**config.mk**
```make
export PLATFORM = sky130hd
export DESIGN_NAME = cstc_channel_flat
export DESIGN_NICKNAME = d
export VERILOG_FILES = /design/src/hw/cstc_pkg.sv /design/src/hw/cstc_if.sv /design/src/hw/cstc_channel.sv /design/src/flat_wrapper.sv
export VERILOG_INCLUDE_DIRS = /design/src /design/src/hw
export SDC_FILE = /design/constraint.sdc
export NUM_CORES = 1
export LEC_CHECK = 0
export CORE_UTILIZATION = 44
export DETAILED_ROUTE_END_ITERATION = 12
export DONT_BUFFER_PORTS = 1
export PLACE_DENSITY_LB_ADDON = 0.15
export SYNTH_ARGS = -nofsm -noshare
export SYNTH_HDL_FRONTEND = slang
export SYNTH_SLANG_ARGS = --single-unit
```
**constraint.sdc**
```tcl
create_clock -name core_clk -period 2.5 [get_ports core_clk]
set_clock_uncertainty 0.2 [all_clocks]
set_input_delay 0.5 -clock core_clk [delete_from_list [all_inputs] [get_ports core_clk]]
set_output_delay 0.5 -clock core_clk [all_outputs]
set_load 0.01 [all_outputs]
```
**src/hw/cstc_cfg.svh**
```systemverilog
`ifndef CSTC_CFG_SVH
`define CSTC_CFG_SVH

// Control word layout
`define CSTC_CTRL_W 16
`define CSTC_SEL_LSB 0
`define CSTC_SEL_MSB 4
`define CSTC_STAT_BIT 6
`define CSTC_TRIG_BIT 7
`define CSTC_CASC_BIT 8
`define CSTC_CTRL_RESET 16'h000d
`define CSTC_CTRL_MASK 16'h01df

// Source codes
`define CSTC_SEL_NONE 5'h00
`define CSTC_SEL_TRIG_ONLY_MIN 5'h18
`define CSTC_SEL_CAP1 5'h10
`define CSTC_SEL_CAP9 5'h0a

// Host register byte offsets
`define CSTC_OFS_CONFIG 12'h000
`define CSTC_OFS_STATUS 12'h004
`define CSTC_OFS_EVENT 12'h008

// Host status bits
`define CSTC_ST_REFUSED 0
`define CSTC_ST_TRIGGERED 1
`define CSTC_ST_CASCADE 2

// Timer limits
`define CSTC_TMR_MAX 16'hffff

`endif

```
**src/hw/cstc_pkg.sv**
```systemverilog
package cstc_pkg;

    typedef enum logic [1:0] {
        CSTC_FREE,
        CSTC_SYNC,
        CSTC_TRIG
    } cstc_mode_t;

    typedef logic [4:0] cstc_sel_t;

    typedef logic [15:0] cstc_word_t;

endpackage : cstc_pkg

```
**src/hw/cstc_if.sv**
```systemverilog
`timescale 1ns/1ps

interface cstc_if (
    input wire logic core_clk,
    input wire logic rst_n
);
    logic cfg_wr;
    logic [15:0] cfg_wdata;
    logic [15:0] cfg_rdata;
    logic [31:0] src_event;

    modport channel (
        input core_clk,
        input rst_n,
        input cfg_wr,
        input cfg_wdata,
        input src_event,
        output cfg_rdata
    );

    modport host (
        input core_clk,
        input rst_n,
        output cfg_wr,
        output cfg_wdata,
        output src_event,
        input cfg_rdata
    );
endinterface : cstc_if

```
**src/hw/cstc_channel.sv**
```systemverilog
// Design decisions made here: the registered cascade carry between halves and the registered readback of the control word.
`timescale 1ns/1ps
`include "cstc_cfg.svh"

module cstc_channel #(
    parameter int CHANNEL_NUM = 1,
    parameter int TMR_W = 16
) (
    // Link to controller
    cstc_if.channel link,
    // Cascade chain
    input wire logic carry_in,
    output logic carry_out,
    // Timer view
    output logic [TMR_W-1:0] timer_value,
    output logic timer_running
);

    ////////////////////////////////////////////////////////////////////////////
    // Control fields

    logic [4:0] source_select_reg;
    logic sync_or_trigger_select_reg;
    logic trigger_status_reg;
    logic cascade_enable_reg;
    logic [15:0] rdata_reg;
    logic [TMR_W-1:0] timer_reg;
    logic [TMR_W-1:0] timer_next;
    logic carry_reg;
    logic running_reg;

    cstc_pkg::cstc_mode_t mode;
    logic src_fire;
    logic is_high_half;
    logic casc_high;
    logic run_now;
    logic step;
    logic trig_status_next;
    logic trig_hit;
    logic sync_hit;
    logic at_top;
    logic wrap_now;
    logic [15:0] rdata_next;

    // Even channels are the upper half of a cascaded pair
    assign is_high_half = (CHANNEL_NUM % 2) == 0;

    always_ff @(posedge link.core_clk) begin
        if (!link.rst_n) begin
            source_select_reg <= 5'(`CSTC_CTRL_RESET >> `CSTC_SEL_LSB);
        end else if (link.cfg_wr) begin
            source_select_reg <= link.cfg_wdata[`CSTC_SEL_MSB:`CSTC_SEL_LSB];
        end
    end

    always_ff @(posedge link.core_clk) begin
        if (!link.rst_n) begin
            sync_or_trigger_select_reg <= 1'b0;
        end else if (link.cfg_wr) begin
            sync_or_trigger_select_reg <= link.cfg_wdata[`CSTC_TRIG_BIT];
        end
    end

    always_ff @(posedge link.core_clk) begin
        if (!link.rst_n) begin
            cascade_enable_reg <= 1'b0;
        end else if (link.cfg_wr) begin
            cascade_enable_reg <= link.cfg_wdata[`CSTC_CASC_BIT];
        end
    end

    ////////////////////////////////////////////////////////////////////////////
    // Mode decode

    always_comb begin
        if (source_select_reg == `CSTC_SEL_NONE) begin
            mode = cstc_pkg::CSTC_FREE;
        end else if (sync_or_trigger_select_reg) begin
            mode = cstc_pkg::CSTC_TRIG;
        end else begin
            mode = cstc_pkg::CSTC_SYNC;
        end
    end

    // Code zero selects no line at all
    assign src_fire = (source_select_reg != `CSTC_SEL_NONE) &&
        link.src_event[source_select_reg];

    // One event, two meanings: start the timer or clear it
    assign trig_hit = (mode == cstc_pkg::CSTC_TRIG) && src_fire;
    assign sync_hit = (mode == cstc_pkg::CSTC_SYNC) && src_fire;

    ////////////////////////////////////////////////////////////////////////////
    // Trigger status

    // Hardware set beats a software clear in the same cycle
    always_comb begin
        trig_status_next = trigger_status_reg;
        if (link.cfg_wr) begin
            trig_status_next = link.cfg_wdata[`CSTC_STAT_BIT];
        end
        if (trig_hit) begin
            trig_status_next = 1'b1;
        end
    end

    always_ff @(posedge link.core_clk) begin
        if (!link.rst_n) begin
            trigger_status_reg <= 1'b0;
        end else begin
            trigger_status_reg <= trig_status_next;
        end
    end

    ////////////////////////////////////////////////////////////////////////////
    // Timer

    assign casc_high = cascade_enable_reg && is_high_half;

    always_comb begin
        if (mode == cstc_pkg::CSTC_TRIG) begin
            run_now = trigger_status_reg;
        end else begin
            run_now = 1'b1;
        end
    end

    // High half only moves on a wrap of its low neighbour
    assign step = casc_high ? carry_in : 1'b1;

    always_comb begin
        timer_next = timer_reg;
        if (!run_now) begin
            timer_next = '0;
        end else if (sync_hit) begin
            timer_next = '0;
        end else if (step) begin
            timer_next = timer_reg + TMR_W'(1);
        end
    end

    always_ff @(posedge link.core_clk) begin
        if (!link.rst_n) begin
            timer_reg <= '0;
        end else begin
            timer_reg <= timer_next;
        end
    end

    ////////////////////////////////////////////////////////////////////////////
    // Cascade

    // A sync clear at the top value is not a wrap, so it sends no carry
    assign at_top = timer_reg == {TMR_W{1'b1}};
    assign wrap_now = run_now && !sync_hit && step && at_top;

    // Registered wrap; the high half lags its low half by one cycle
    // Pairing is not checked here: software sets the bit in both halves
    always_ff @(posedge link.core_clk) begin
        if (!link.rst_n) begin
            carry_reg <= 1'b0;
        end else begin
            carry_reg <= cascade_enable_reg && !is_high_half && wrap_now;
        end
    end

    always_ff @(posedge link.core_clk) begin
        if (!link.rst_n) begin
            running_reg <= 1'b0;
        end else begin
            running_reg <= (mode == cstc_pkg::CSTC_TRIG) ? trig_status_next : 1'b1;
        end
    end

    ////////////////////////////////////////////////////////////////////////////
    // Read back

    // Reserved bits read zero
    // Built field by field so the layout follows the header
    always_comb begin
        rdata_next = 16'h0000;
        rdata_next[`CSTC_SEL_MSB:`CSTC_SEL_LSB] = source_select_reg;
        rdata_next[`CSTC_STAT_BIT] = trigger_status_reg;
        rdata_next[`CSTC_TRIG_BIT] = sync_or_trigger_select_reg;
        rdata_next[`CSTC_CASC_BIT] = cascade_enable_reg;
    end

    always_ff @(posedge link.core_clk) begin
        if (!link.rst_n) begin
            rdata_reg <= `CSTC_CTRL_RESET;
        end else begin
            rdata_reg <= rdata_next;
        end
    end

    assign link.cfg_rdata = rdata_reg;
    assign carry_out = carry_reg;
    assign timer_value = timer_reg;
    assign timer_running = running_reg;

endmodule : cstc_channel

```
**src/flat_wrapper.sv**
```systemverilog
// flat-port wrapper written by rule: the top's interface ports become plain ports
module cstc_channel_flat 
#(
    parameter int CHANNEL_NUM = 1,
    parameter int TMR_W = 16
)
  (carry_in, carry_out, timer_value, timer_running, core_clk, rst_n, link_cfg_wr, link_cfg_wdata, link_src_event, link_cfg_rdata);
  cstc_if link_i (.core_clk(core_clk), .rst_n(rst_n));
  input wire logic carry_in;
  output logic carry_out;
  output logic [TMR_W-1:0] timer_value;
  output logic timer_running;
  input wire logic core_clk;
  input wire logic rst_n;
  input wire logic [$bits(link_i.cfg_wr)-1:0] link_cfg_wr;
  input wire logic [$bits(link_i.cfg_wdata)-1:0] link_cfg_wdata;
  input wire logic [$bits(link_i.src_event)-1:0] link_src_event;
  output wire logic [$bits(link_i.cfg_rdata)-1:0] link_cfg_rdata;
  assign link_i.cfg_wr = link_cfg_wr;
  assign link_i.cfg_wdata = link_cfg_wdata;
  assign link_i.src_event = link_src_event;
  assign link_cfg_rdata = link_i.cfg_rdata;
  cstc_channel #(.CHANNEL_NUM(CHANNEL_NUM), .TMR_W(TMR_W)) u_core (.link(link_i), .carry_in(carry_in), .carry_out(carry_out), .timer_value(timer_value), .timer_running(timer_running));
endmodule
```
==> results of run 1 <==
[cells by family after synthesis]
family / share of synthesized area
simple gates: 0.163
fa+ha+maj: 0.00731
buf+inv: 0.0687
mux: 0.141
flops: 0.398
xor+xnor: 0.0716
other cells: 0.00219
compound gates: 0.148
[cells in the mapped netlist (all sizes together) (4+ instances only)]
library cell  instances
buf                  12
nor2                 10
xnor2                11
nand4                 4
nand2b                5
a21oi                 4
mux2i                23
a211oi               17
a22oi                 8
nand2                 7
and2                  7
and3                  4
dfxtp                34
[cell type report]
type                       instances  area, um^2
fill                             373        1890
tap                               48        60.1
clock buffer                       6        82.6
inverter                           3        11.3
sequential                        34         681
multi-input combinational        130         940
timing repair buffer               2        27.5
[placed cells by master, fill, tap and decap left out, types with 3 or more instances in the layout]
cell      netlist  routed
a211oi_1       17      17
conb_1          1       8
nor2_1         10      10
nand3_1         3       3
dfxtp_1        34      34
xnor2_1        11      11
inv_1           3       3
and3_1          4       4
nand2b_1        5       5
a21oi_1         4       4
mux2i_1        23      23
nand4_1         4       4
xor2_1          3       3
clkbuf_8        0       6
and2_1          7       7
nor2b_1         3       3
nand2_1         7       7
a22oi_1         8       8
[through the flow]
stage               utilization  hold WS (ps)  instance area, um^2  setup slack, ps  instances
CTS                       0.488          78.0                 1800              299        223
global placement          0.466           270                 1720              387        217
global route              0.488          73.1                 1800             68.0        223
floorplan                     -           240                 1740              601        182
finish                    0.488          81.8                 1800              298        223
detailed placement        0.466           280                 1720              318        217
[how the worst max path moves through the flow]
stage	cells past startpoint	slack [ps]	endpoint	startpoint
6_report	6	300	u_core.timer_value[3]$_SDFF_PP0_	u_core.source_select_reg[2]$_SDFFE_PN1P_
5_1_grt	4	70	u_core.timer_value[12]$_SDFF_PP0_	u_core.source_select_reg[0]$_SDFFE_PN1P_
4_1_cts	7	300	u_core.timer_value[3]$_SDFF_PP0_	u_core.source_select_reg[1]$_SDFFE_PN0P_
3_5_place_dp	7	320	u_core.timer_value[3]$_SDFF_PP0_	u_core.source_select_reg[1]$_SDFFE_PN0P_
3_3_place_gp	7	390	u_core.timer_value[3]$_SDFF_PP0_	u_core.source_select_reg[1]$_SDFFE_PN0P_
2_1_floorplan	7	600	u_core.carry_out$_SDFF_PN0_	u_core.source_select_reg[1]$_SDFFE_PN0P_
[worst reg2reg max path: cells and delay by family, from the launching register on]
family | cells | cell delay [ps]
simple gates | 2 | 470
compound gates | 3 | 760
buf+inv | 1 | 220
flops | 1 | 460
[metal layers]
| metal | wire length, um | part of all wire | vias to the layer above |
|---|---|---|---|
| met4 | 53 | 0.015 | 0 |
| met1 | 1600 | 0.45 | 580 |
| met5 | 0 | 0 | - |
| li1 | - | - | 617 |
| met3 | 284 | 0.080 | 7 |
| met2 | 1610 | 0.45 | 45 |
[power groups by stage]
stage / Sequential (uW) / Combinational [uW] / Clock [uW]
floorplan: 590 / 120 / 0
global placement: 596 / 118 / 0
detailed placement: 597 / 122 / 0
CTS: 585 / 122 / 400
global route: 588 / 136 / 420
finish: 586 / 122 / 388
==> flow_metrics.env, run 1 <==
export IMPL_via_count=1249
export IMPL_avgSynthCellArea_um2=9.78
export IMPL_use_met1=0.234
export IMPL_clock_fmax_ghz=0.454
export IMPL_drcViolationCount=0
export IMPL_holdCritStartpoint="rst_n"
export IMPL_first_iter_violations=56
export IMPL_arrival_ps=2190
export IMPL_grt_pass1_wl_um=5820
export IMPL_root_buffer="clkbuf_8"
export IMPL_num_rows=22
export IMPL_cts_sinks=34
export IMPL_path_buf_inv=1
export IMPL_synth_edf_count=0
export IMPL_cts_max_level=2
export IMPL_clockBufferDepth=2
export IMPL_min_delay_path_depth=1
export IMPL_place_gp_congestion=0.761
export IMPL_power_switching_uw=270
export IMPL_rsz0062_at_grt="false"
export IMPL_syn_to_final_growth_pct=5.26
export IMPL_r2r_start="u_core.source_select_reg[2]$_SDFFE_PN1P_"
export IMPL_grt_max_degree=18
export IMPL_power_uw=1090
export IMPL_largest_reg_flops=16
export IMPL_ctsHoldBuffers=0
export IMPL_clk_latency_ps=280
export IMPL_relSlewSlack=0.257
export IMPL_cts_tree="built"
export IMPL_cp_max_fo=17
export IMPL_power_density_nw_per_um2=608
export IMPL_r2r_end="u_core.timer_value[3]$_SDFF_PP0_"
export IMPL_sw_frac_of_total=0.246
export IMPL_synthFlopType="dfxtp_1"
export IMPL_slowest_stage="dfxtp_1"
export IMPL_finalSetupViolations=0
export IMPL_synthCells=175
export IMPL_ant_nets=0
export IMPL_initial_core_util=0.464
export IMPL_use_met3=0.0786
export IMPL_ys_async_sr_fraction=0
export IMPL_insertedDiodeCount=0
export IMPL_fin_tns_setup_ps=0
export IMPL_die_h_um=64.4
export IMPL_syn_cell_area_um2=1710
export IMPL_worstMarginPinSlew_ps=1110
export IMPL_p_int_uw=825
export IMPL_ys_warn_count=0
export IMPL_final_nets=229
export IMPL_critPathKind="flip-flop to flip-flop"
export IMPL_outcome="finished, final reports clean"
export IMPL_dp_hpwl_um=2640
export IMPL_p_leak_uw=0.000620
export IMPL_ys_seq_area_frac=0.398
export IMPL_yosys_area_top_type="dfxtp_1"
export IMPL_synth_top_area_share=0.398
export IMPL_yosys_register_bits=34
export IMPL_cpMostUsedCell="a211oi_1"
export IMPL_vias_per_cell=5.60
export IMPL_worstHoldPathType="input port to flip-flop"
export IMPL_die_area_um2=4140
export IMPL_core_region_area_um2=3690
export IMPL_cts_made_buffers=5
export IMPL_ios=86
export IMPL_path_delay_family="compound AO/OA/AOI/OAI gates"
export IMPL_r2r_setup_slack_ps=300
export IMPL_wl_per_cell_um=15.9
export IMPL_antenna_found_initial=0
export IMPL_dr_pass1_iters=4
export IMPL_max_stage_delay_ps=460
export IMPL_worst_setup_path_end_kind="flip-flop"
export IMPL_crit_path_start_kind="flip-flop"
export IMPL_synth_cell_types=33
export IMPL_p_seq_frac=0.535
export IMPL_ir_worst_vdd_mv=0.301
export IMPL_drive_above_1_share=0.0686
export IMPL_grt_pass1_vias=1232
export IMPL_pwr_share_clk=0.354
export IMPL_finalHoldViolCount=0
export IMPL_portBuffers=0
export IMPL_cap_violations=0
export IMPL_path_cells="nor2b_1 -> a22oi_1 -> a211oi_1 -> nor4_4 -> buf_4 -> a211oi_1"
export IMPL_fp_dieW_um=64.4
export IMPL_top_usage_layer="met2"
export IMPL_crit_required_ps=2490
export IMPL_reg2reg_depth=6
export IMPL_overflow=0
export IMPL_ctsResizeCount=0
export IMPL_totalWireLength_um=3550
export IMPL_hold_end="u_core.source_select_reg[3]$_SDFFE_PN1P_"
export IMPL_postCtsSetupBuffers=0
export IMPL_grt_use_met2=0.279
export IMPL_gr_usage_all_layers=0.186
export IMPL_drv_slew=0
export IMPL_cts_clk_slew_worst_paths_ps=60
export IMPL_min_period_ps=2200
export IMPL_p_comb_frac=0.111
export IMPL_fin_crit_sh=0.881
export IMPL_yosys_top_cells_area="dfxtp_1 40%, mux2i_1 13%, a211oi_1 7.5%, xnor2_1 5.6%, buf_4 3.9%"
Note: power is estimated with default switching activity, not from simulation.
==> run 2, diff against run 1 <==
--- a/config.mk
+++ b/config.mk
@@ -6,6 +6,7 @@
 export SDC_FILE = /design/constraint.sdc
 export NUM_CORES = 1
 export LEC_CHECK = 0
+export CORE_ASPECT_RATIO = 1.2
 export CORE_UTILIZATION = 44
 export DETAILED_ROUTE_END_ITERATION = 12
 export DONT_BUFFER_PORTS = 1
==> constraint.sdc (replaced) <==
create_clock -name core_clk -period 2.3 [get_ports core_clk]
set_clock_uncertainty 0.2 [all_clocks]
set_input_delay 0.46 -clock core_clk [delete_from_list [all_inputs] [get_ports core_clk]]
set_output_delay 0.46 -clock core_clk [all_outputs]
set_load 0.01 [all_outputs]
==> flow_metrics.env, run 2 (synthesis gave the netlist of run 1 again) <==
export IMPL_outcome="finished, final reports clean"
export IMPL_root_buffer="clkbuf_8"
export IMPL_clockBufferDepth=2
export IMPL_critPathKind="flip-flop to flip-flop"
export IMPL_largest_reg_flops=16
export IMPL_overflow=0
export IMPL_ant_nets=0
export IMPL_num_rows=24
export IMPL_path_cells="buf_12 -> mux2i_1 -> a22oi_1 -> a211oi_1 -> nor4_4 -> buf_4 -> o31a_1"
export IMPL_relSlewSlack=0.232
export IMPL_initial_core_util=0.467
export IMPL_cts_tree="built"
export IMPL_clk_latency_ps=280
export IMPL_antenna_found_initial=0
export IMPL_cts_clk_slew_worst_paths_ps=70
export IMPL_portBuffers=0
export IMPL_utilization=0.505
export IMPL_finalSetupViolations=0
export IMPL_syn_to_final_growth_pct=8.04
export IMPL_ios=86
export IMPL_cp_depth=7
export IMPL_worstMarginPinSlew_ps=1150
export IMPL_die_h_um=70.3
export IMPL_layout_commonest_cell="dfxtp_1"
export IMPL_slowest_stage="a211oi_1"
export IMPL_fin_crit_sh=0.912
export IMPL_dp_hpwl_um=2640
export IMPL_via_count=1279
export IMPL_final_nets=233
export IMPL_vias_per_cell=5.49
export IMPL_cts_sinks=34
export IMPL_wl_per_cell_um=14.8
export IMPL_place_area_um2=1750
export IMPL_ctsResizeCount=0
export IMPL_gr_usage_all_layers=0.178
export IMPL_cts_made_buffers=5
export IMPL_grt_pass1_wl_um=5600
export IMPL_drcViolationCount=0
export IMPL_min_delay_path_depth=1
export IMPL_dr_pass1_iters=4
export IMPL_ctsHoldBuffers=0
export IMPL_stdcell_area_um2=1850
export IMPL_fp_dieW_um=58.9
export IMPL_power_uw=1230
export IMPL_ir_worst_vdd_mv=0.438
export IMPL_wl_met1_um=1260
export IMPL_wl_met2_um=1850
export IMPL_grt_max_degree=18
export IMPL_finalHoldViolCount=0
export IMPL_fin_tns_setup_ps=0
export IMPL_crit_path_start_kind="flip-flop"
export IMPL_p_leak_uw=0.000643
export IMPL_fin_cells=233
export IMPL_arrival_ps=2070
export IMPL_postCtsSetupBuffers=0
export IMPL_cp_max_fo=16
export IMPL_path_buf_inv=2
export IMPL_crit_required_ps=2280
export IMPL_totalWireLength_um=3450
export IMPL_power_density_nw_per_um2=668
export IMPL_min_period_ps=2100
export IMPL_cts_max_level=2
export IMPL_max_stage_delay_ps=390
export IMPL_wl_met3_um=275
export IMPL_cap_violations=0
export IMPL_rsz0062_at_grt="false"
export IMPL_dp_cells=225
export IMPL_worst_setup_path_end_kind="flip-flop"
export IMPL_reg2reg_depth=7
export IMPL_top_layer_used="met4"
export IMPL_drive_above_1_share=0.0994
export IMPL_die_area_um2=4140
export IMPL_first_iter_violations=35
export IMPL_place_gp_congestion=0.764
export IMPL_path_delay_family="compound AO/OA/AOI/OAI gates"
export IMPL_clock_fmax_ghz=0.477
export IMPL_grt_pass1_vias=1280
export IMPL_worstHoldPathType="input port to flip-flop"
export IMPL_drv_slew=0
export IMPL_core_region_area_um2=3660
export IMPL_layout_common_cells="34 x dfxtp_1, 23 x mux2i_1, 17 x a211oi_1, 11 x xnor2_1, 10 x nor2_1"
export IMPL_insertedDiodeCount=0
run 2: cell count changes in the layout (fill, tap and decap cells not counted), sizes merged:
cell / delta
buf: +4
clkinv: +1
clkinvlp: +1
run 2: worst paths after layout:
check / slack [ps] / to / start
max reg2reg: 200 / u_core.timer_running$_SDFF_PN0_ / u_core.source_select_reg[1]$_SDFFE_PN0P_
min reg2reg: 290 / u_core.carry_out$_SDFF_PN0_ / u_core.cascade_enable_reg$_SDFFE_PN0P_
max: 200 / u_core.timer_running$_SDFF_PN0_ / u_core.source_select_reg[1]$_SDFFE_PN0P_
min: 40 / u_core.source_select_reg[3]$_SDFFE_PN1P_ / rst_n
run 2: per-stage QoR:
| stage | hold slack (ps) | setup slack, ps |
|---|---|---|
| after floorplan | 240 | 401 |
| after global placement | 257 | 207 |
| after detailed placement | 270 | 190 |
| after CTS | 29.7 | 181 |
| after global routing | 21.7 | 77.4 |
| final | 37.6 | 202 |
run 2: power by group:
part | internal [uW] | switching, uW
clock network | 240 | 217
registers | 609 | 25.4
logic | 65.9 | 77.7
total | 915 | 320
run 2: final cells by class:
type / count / area (um^2)
timing repair buffer: 6 / 57.6
multi-input combinational: 130 / 940
clock inverter: 2 / 12.5
tap: 52 / 65.1
clock buffer: 6 / 82.6
sequential: 34 / 681
fill: 360 / 1810
inverter: 3 / 11.3
run 2: per-layer routing:
metal,global-route usage,up-vias
met5,0,-
met4,0.0794,0
met3,0.0574,8
met2,0.326,55
met1,0.176,586
li1,-,630
